--- src/include/owod_cfg.svh ---
`ifndef OWOD_CFG_SVH
`define OWOD_CFG_SVH
// Register offsets on the plain register port.
`define OWOD_ADDR_W         4
`define OWOD_OFS_STORE_LO   4'h0
`define OWOD_OFS_STORE_HI   4'h1
`define OWOD_OFS_CTRL       4'h2
`define OWOD_OFS_STATUS     4'h3
`define OWOD_OFS_ACTIVE     4'h4
// Option word field positions.
`define OWOD_LOCK_MSB       31
`define OWOD_LOCK_LSB       16
`define OWOD_PRELOAD_BIT    15
`define OWOD_SIZE_MSB       11
`define OWOD_SIZE_LSB       8
`define OWOD_PART_MSB       7
`define OWOD_PART_LSB       4
// Codes.
`define OWOD_LOCK_CODE      16'h33cc
`define OWOD_SIZE_2K        4'h4
`define OWOD_SIZE_ZERO      4'hf
`define OWOD_PART_32_0      4'h1
`define OWOD_PART_8_24      4'h6
`define OWOD_PART_0_32      4'h9
`define OWOD_PART_16_16     4'hb
`define OWOD_PART_24_8      4'hc
`define OWOD_PART_NONE      4'hf
// The stored entry resets to a zero low half under its complement.
`define OWOD_STORE_RESET    64'hffff_ffff_0000_0000
// Control bits.
`define OWOD_CTRL_RELOAD    0
`define OWOD_CTRL_ERASE_ACK 1
// Status bits.
`define OWOD_ST_ERR         0
`define OWOD_ST_LOCKED      1
`define OWOD_ST_ILLEGAL     2
`define OWOD_ST_ERASE       3
`define OWOD_ST_PRELOAD     4
`endif

--- src/include/owod_pkg.sv ---
package owod_pkg;
  typedef struct packed {
    logic [15:0] lock;
    logic        preload;
    logic [2:0]  unused;
    logic [3:0]  size;
    logic [3:0]  part;
    logic [3:0]  low;
  } owod_word_type;
  typedef struct packed {
    logic [12:0] size_bytes;
    logic [5:0]  data_kb;
    logic [5:0]  backup_kb;
    logic        valid;
  } owod_layout_type;
  typedef enum logic [1:0] {
    OWOD_IDLE   = 2'b00,
    OWOD_RELOAD = 2'b01,
    OWOD_ERASE  = 2'b10
  } owod_state_type;
endpackage

--- src/owod_decoder.sv ---
// Overview of operation
// - A lock field equal to 0x33cc refuses every later write to the word.
// - Any other lock field value leaves the word writable.
// - Bit 15 set asks the flash reset sequence to preload shared RAM.
// - Size code 0100 means 2048 bytes, 1111 zero bytes, others reserved.
// - Partition 0001/0110/1001/1011/1100 give 32/0,8/24,0/32,16/16,24/8 KB.
// - Partition code 1111 is the default and means no valid partition.
// - A reload whose high half is not the low half complemented errors.
// - Illegal size/partition changes are ignored and flag an error.
// - A change of size or partition erases the whole extended flash (here asked for on a reload request only, never by the boot load).
// - A stored change takes effect only on reset or on a reload request.
`include "owod_cfg.svh"
`default_nettype none
module owod_decoder
  import owod_pkg::*;
(
  input  wire logic                    clk_in,
  input  wire logic                    arst_n_in,
  input  wire logic                    clk_en_in,
  input  wire logic [`OWOD_ADDR_W-1:0] addr_in,
  input  wire logic [31:0]             wdata_in,
  input  wire logic                    wr_in,
  input  wire logic                    rd_in,
  output logic      [31:0]             rdata_out,
  output logic                         preload_out,
  output owod_layout_type              layout_out,
  output logic                         erase_req_out,
  output logic                         error_out
);

  logic [63:0]     store;
  owod_word_type   active;
  owod_layout_type layout;
  owod_state_type  state;
  logic            err;
  logic            illegal;
  logic            erase_pend;
  logic            boot_load;
  logic            locked;
  owod_word_type   wr_word;
  logic            wr_ok;
  logic            ctrl_wr;
  owod_layout_type wr_layout;
  owod_layout_type load_layout;
  logic            load_ok;
  logic            next_erase;

  // Decodes a size and partition pair into a layout.
  function automatic owod_layout_type decode(input logic [3:0] sz,
                                             input logic [3:0] pt);
    owod_layout_type l;
    l = '0;
    l.valid = 1'b1;
    case (sz)
      `OWOD_SIZE_2K:   l.size_bytes = 13'h0800;
      `OWOD_SIZE_ZERO: l.size_bytes = 13'h0000;
      default:         l.valid = 1'b0;
    endcase
    case (pt)
      `OWOD_PART_32_0: begin
        l.data_kb   = 6'h20;
        l.backup_kb = 6'h00;
      end
      `OWOD_PART_8_24: begin
        l.data_kb   = 6'h08;
        l.backup_kb = 6'h18;
      end
      `OWOD_PART_0_32: begin
        l.data_kb   = 6'h00;
        l.backup_kb = 6'h20;
      end
      `OWOD_PART_16_16: begin
        l.data_kb   = 6'h10;
        l.backup_kb = 6'h10;
      end
      `OWOD_PART_24_8: begin
        l.data_kb   = 6'h18;
        l.backup_kb = 6'h08;
      end
      default: begin
        l.valid = 1'b0;
      end
    endcase
    // Zero size pairs only with zero backup, nonzero with nonzero.
    if ((sz == `OWOD_SIZE_ZERO) != (l.backup_kb == 6'h00)) begin
      l.valid = 1'b0;
    end
    return l;
  endfunction

  assign locked  = (store[`OWOD_LOCK_MSB:`OWOD_LOCK_LSB]
                    == `OWOD_LOCK_CODE);
  assign wr_word = owod_word_type'(wdata_in);
  assign ctrl_wr = wr_in && (addr_in == `OWOD_OFS_CTRL);
  // A low-half write that changes size or partition must be a legal layout.
  assign wr_layout = decode(wr_word.size, wr_word.part);
  assign wr_ok     = !locked && ((wr_word.size == store[11:8]
                      && wr_word.part == store[7:4])
                      || wr_layout.valid);

  // Reload decode of the stored entry; the boot load never asks for erase.
  assign load_ok     = (store[63:32] == ~store[31:0]);
  assign load_layout = decode(store[11:8], store[7:4]);
  assign next_erase  = load_ok && load_layout.valid && !boot_load
                       && (store[11:4] != {active.size, active.part});

  // Stored option entry; the high half is written with no legality check.
  always_ff @(posedge clk_in or negedge arst_n_in) begin
    if (!arst_n_in) begin
      store <= `OWOD_STORE_RESET;
    end else if (clk_en_in && wr_in && !locked) begin
      if (addr_in == `OWOD_OFS_STORE_LO && wr_ok) begin
        store[31:0] <= wdata_in;
      end else if (addr_in == `OWOD_OFS_STORE_HI) begin
        store[63:32] <= wdata_in;
      end
    end
  end

  // Illegal write attempt flag; sets on a refused pair, cleared by reload.
  always_ff @(posedge clk_in or negedge arst_n_in) begin
    if (!arst_n_in) begin
      illegal <= 1'b0;
    end else if (clk_en_in) begin
      if (wr_in && addr_in == `OWOD_OFS_STORE_LO && !locked && !wr_ok) begin
        illegal <= 1'b1;
      end else if (ctrl_wr && wdata_in[`OWOD_CTRL_RELOAD]) begin
        illegal <= 1'b0;
      end
    end
  end

  // One load runs automatically after reset; the flag stays up through it.
  always_ff @(posedge clk_in or negedge arst_n_in) begin
    if (!arst_n_in) begin
      boot_load <= 1'b1;
    end else if (clk_en_in && state == OWOD_RELOAD) begin
      boot_load <= 1'b0;
    end
  end

  // Loader sequence: apply the stored word, then hold for erase if size or partition changed.
  always_ff @(posedge clk_in or negedge arst_n_in) begin
    if (!arst_n_in) begin
      state <= OWOD_IDLE;
    end else if (clk_en_in) begin
      case (state)
        OWOD_IDLE: begin
          if (boot_load || (ctrl_wr && wdata_in[`OWOD_CTRL_RELOAD])) begin
            state <= OWOD_RELOAD;
          end
        end
        OWOD_RELOAD: begin
          state <= next_erase ? OWOD_ERASE : OWOD_IDLE;
        end
        OWOD_ERASE: begin
          if (ctrl_wr && wdata_in[`OWOD_CTRL_ERASE_ACK]) begin
            state <= OWOD_IDLE;
          end
        end
        default: state <= OWOD_IDLE;
      endcase
    end
  end

  // Applies the word on reload; complement mismatch sets the error.
  always_ff @(posedge clk_in or negedge arst_n_in) begin
    if (!arst_n_in) begin
      active     <= '1;
      layout     <= '0;
      err        <= 1'b0;
      erase_pend <= 1'b0;
    end else if (clk_en_in) begin
      if (state == OWOD_RELOAD) begin
        erase_pend <= next_erase;
        if (!load_ok) begin
          err <= 1'b1;
        end else begin
          err    <= 1'b0;
          active <= owod_word_type'(store[31:0]);
          if (load_layout.valid) begin
            layout <= load_layout;
          end
        end
      end else if (state == OWOD_ERASE && ctrl_wr
                   && wdata_in[`OWOD_CTRL_ERASE_ACK]) begin
        erase_pend <= 1'b0;
      end
    end
  end

  // Registered read data, one cycle after the read strobe.
  always_ff @(posedge clk_in or negedge arst_n_in) begin
    if (!arst_n_in) begin
      rdata_out <= '0;
    end else if (clk_en_in) begin
      rdata_out <= '0;
      if (rd_in) begin
        case (addr_in)
          `OWOD_OFS_STORE_LO: rdata_out <= store[31:0];
          `OWOD_OFS_STORE_HI: rdata_out <= store[63:32];
          `OWOD_OFS_STATUS: rdata_out <= {27'h0, active.preload,
                                          erase_pend, illegal, locked, err};
          `OWOD_OFS_ACTIVE: rdata_out <= active;
          default:          rdata_out <= '0;
        endcase
      end
    end
  end

  assign preload_out   = active.preload;
  assign layout_out    = layout;
  assign erase_req_out = (state == OWOD_ERASE);
  assign error_out     = err | illegal;

  // Checks on write refusal, the loader and the erase request.
  AST_LOCK_HOLDS: assert property (@(posedge clk_in)
    disable iff (!arst_n_in)
    locked |=> $stable(store))
    else $error("Locked word changed.");
  AST_RELOAD_ERR: assert property (@(posedge clk_in)
    disable iff (!arst_n_in)
    (clk_en_in && state == OWOD_RELOAD && store[63:32] != ~store[31:0])
    |=> err)
    else $error("Complement mismatch not flagged.");
  AST_LAYOUT_OK: assert property (@(posedge clk_in)
    disable iff (!arst_n_in)
    layout.valid || layout == '0)
    else $error("Bad layout active.");
  AST_ACTIVE_RELOAD: assert property (@(posedge clk_in)
    disable iff (!arst_n_in)
    (state != OWOD_RELOAD) |=> $stable(active))
    else $error("Word applied outside reload.");
  AST_PRELOAD: assert property (@(posedge clk_in)
    disable iff (!arst_n_in)
    (clk_en_in && state == OWOD_RELOAD && store[63:32] == ~store[31:0])
    |=> preload_out == $past(store[`OWOD_PRELOAD_BIT]))
    else $error("Preload bit not applied.");
  AST_ILLEGAL: assert property (@(posedge clk_in)
    disable iff (!arst_n_in)
    (clk_en_in && wr_in && addr_in == `OWOD_OFS_STORE_LO && !locked
     && !wr_ok) |=> illegal && $stable(store[31:0]))
    else $error("Illegal write not refused.");
  AST_ERASE: assert property (@(posedge clk_in)
    disable iff (!arst_n_in)
    erase_req_out |-> erase_pend)
    else $error("Erase without change.");
  AST_UNLOCKED_WR: assert property (@(posedge clk_in)
    disable iff (!arst_n_in)
    (clk_en_in && wr_in && addr_in == `OWOD_OFS_STORE_HI && !locked)
    |=> store[63:32] == $past(wdata_in))
    else $error("Unlocked write lost.");
endmodule
`default_nettype wire

--- config.mk ---
export PLATFORM = sky130hd
export DESIGN_NAME = owod_decoder
export DESIGN_NICKNAME = d
export VERILOG_FILES = /design/src/include/owod_pkg.sv /design/src/owod_decoder.sv
export VERILOG_INCLUDE_DIRS = /design/src /design/src/include
export SDC_FILE = /design/constraint.sdc
export NUM_CORES = 1
export LEC_CHECK = 0
export BUFFER_PORTS_ARGS = -buffer_cell sky130_fd_sc_hd__buf_2
export CAP_MARGIN = 0
export CORE_ASPECT_RATIO = 1.5
export CORE_MARGIN = 2
export CORE_UTILIZATION = 53
export DETAILED_ROUTE_END_ITERATION = 8
export PLACE_DENSITY = 0.76
export SYNTH_ARGS = -nofsm -noshare
export SYNTH_HDL_FRONTEND = slang
export SYNTH_SLANG_ARGS = --single-unit
--- constraint.sdc ---
create_clock -name clk_in -period 5.95 [get_ports clk_in]
set_input_delay 1.4875 -clock clk_in [delete_from_list [all_inputs] [get_ports clk_in]]
set_output_delay 1.4875 -clock clk_in [all_outputs]
set_load 0.03 [all_outputs]
==> reports/qor.csv <==
metric,value,unit
outcome,"complete, no violations",
chip height,143,µm
Synth top area share,27.9,%
CTS Hold Buffers Added,0,
maximum vdd ir drop,0.227,mV
top-count cell post-synth,mux2_2,
Layout Nets,631,
Final ANT Viol Nets,0,
Static Leak,3.48,nW
Tot GR Track Use,25.0,%
final hold vios,0,
Die Area,0.0138,mm²
clk_skew,9.18,ps
Post-CTS Setup Bufs,0,
Synth Cell Area,0.00681,mm²
Final Setup Violations,0,
clock root buffer,clkbuf_16,
TNS Setup,0,ps
async set or reset register ratio after synthesis,100,%
routed wire length,16100,µm
"Reg clk slew, reported paths",60,ps
Worst Path Required,6250,ps
Setup crit end kind,flop,
Critical Path AT,3600,ps
ANT cells,0,
number of I/O port buffers,83,
Placeable Area,0.0125,mm²
Max-cap violations,0,
end-of-flow core utilization,63.2,%
synth cell count leaders,"100 x mux2_2, 76 x dfrtp_1, 65 x dfstp_2, 49 x xnor2_1, 32 x a222oi_1",
Final Max Slew Viols,0,
number of global-route vias before repair,4802,
Max Clk Rate,0.302,GHz
first-pass GRT wire length,25800,µm
Yosys warning total,0,
sequential-to-total area share from yosys stat,53.0,%
FILL cells,944,
Seq cells post-synth,141,
largest net degree at the start of global routing,99,
number of synthesized flops with an enable pin,0,
area of the multi-input gates,0.00292,mm²
reg-to-reg setup timing slack,2830,ps
Hold Path Class,flop to flop,
initial antenna violation count,0,
clock tree buffer depth,2,
Initial Util,54.4,%
Setup CP Type,input pin to flop,
"Distinct cells, synth",46,
final instance area,0.00790,mm²
Vias,4716,
row cnt,50,
CTS resizes,0,
Die Span X,96.5,µm
largest cells by area after synthesis,"dfrtp_1 28%, dfstp_2 25%, mux2_2 17%, xnor2_1 6.3%, a222oi_1 4.7%",
drt wl/cell,21.3,µm
post-route minimum period,3310,ps
Vias/cell,6.21,
share of post-route cells with drive strength above 1,49.6,%
Area after DPL,0.00723,mm²
Relative slew margins,22.7,%
num ports,102,
Worst Setup Start Kind,input pin,
# DRC,0,
Clock Sink Count,141,
"area leader, netlist",dfrtp_1,
RSZ-0062 raised after global routing,false,
Mapped Cells,516,
CTS tree,done,
syn_area_per_cell,13.2,µm²
DRC marker count from the first detailed-route iteration,381,
TritonRoute pass-1 iters,9,
Crit Path Max Fanout,33,
Worst-Skew Late Latency,420,ps
GP Congestion,0.823,
Synth Flop Type,dfrtp_1,
GR Overflow Total,0,
H-tree Lvls,4,
CTS buffer count,17,
Area growth syn-to-layout,16.1,%
Sequential Area,0.00361,mm²
power per standard cell area,318,mW/mm²
worst-margin pin slew,1160,ps
period utilization,55.6,%
HPWL after detailed placement,10800,µm
==> worst max-delay path, stage by stage <==
cell	delay (ps)
buf_2	140
nor4_2	310
buf_4	420
and4_1	370
o21ai_2	220
buf_4	310
mux2_2	310
==> registers in the layout, indices dropped and copies added, names as in the netlist <==
| register | cells |
|---|---|
| active | 31 |
| boot_load | 1 |
| erase_pend | 1 |
| err | 1 |
| illegal | 1 |
| layout_out | 7 |
| preload_out | 1 |
| rdata_out | 32 |
| state | 2 |
| store | 64 |
==> stage by stage <==
step	worst slack (ps)	power, mW	hold WS [ps]	std cells
finish	2640	2.51	458	759
global route	2550	2.60	494	759
CTS	2690	2.53	463	759
detailed placement	2250	1.34	447	727
global placement	2320	1.33	446	727
floorplan	2910	1.25	443	533
==> cell families after synthesis <==
group / Yosys count / share of synthesized area [%]
flops: 141 / 53.0
buf+inv: 60 / 5.38
other cells: 1 / 0.0551
simple gates: 72 / 6.98
xor+xnor: 49 / 6.30
compound gates: 91 / 11.4
mux: 102 / 16.9
==> per-layer routing <==
metal / global-route usage, % / part of all wire (%) / vias to the layer above
li1: - / - / 2065
met1: 31.5 / 38 / 2430
met2: 41.3 / 53 / 190
met5: 0 / 0 / -
met3: 5.70 / 5.4 / 31
met4: 9.86 / 2.9 / 0
==> placed cells by master, fill, tap and decap left out, drive strengths merged, types with 3 or more instances in the layout <==
cell type  instances
a21o               7
a21oi             10
a222oi            32
and3               3
and4               3
buf               91
bufinv             5
clkbuf            23
clkinv             4
conb              18
dfrtp             76
dfstp             65
inv                7
mux2             101
nand2             10
nand4             10
nor2               5
nor2b              6
nor3               4
nor4              14
o21ai              5
o2bb2ai           27
o41ai              3
or2                3
xnor2             49
==> final timing paths <==
kind                                                 from                        end  cells past startpoint
min in group asynchronous                       arst_n_in  rdata_out[28]$_DFFE_PN0P_                      1
worst min register to register  layout_out[0]$_DFFE_PN0P_  layout_out[0]$_DFFE_PN0P_                      1
worst max register to register       store[7]$_DFFE_PN0P_      active[9]$_DFFE_PN1P_                      6
worst max-delay path                           addr_in[1]      store[31]$_DFFE_PN0P_                      7
worst min-delay path            layout_out[0]$_DFFE_PN0P_  layout_out[0]$_DFFE_PN0P_                      1
max in group asynchronous                       arst_n_in      active[4]$_DFFE_PN1P_                      2
==> where the power goes <==
group	internal [mW]	switching [mW]	total, mW	leakage, nW
clock	0.790	0.398	1.19	0.328
sequential	1.04	0.0589	1.10	1.72
combinational	0.0968	0.125	0.222	1.43
==> cell type report <==
cell class | count | area share [%]
clock buffers | 23 | 6.17
inverters | 7 | 0.332
well taps | 156 | 2.47
repair buffers | 91 | 6.10
multi-input cells | 332 | 37.0
clock inverters | 9 | 2.30
flip-flops and latches | 141 | 45.7
No activity file was read; power rests on OpenSTA's default activity.
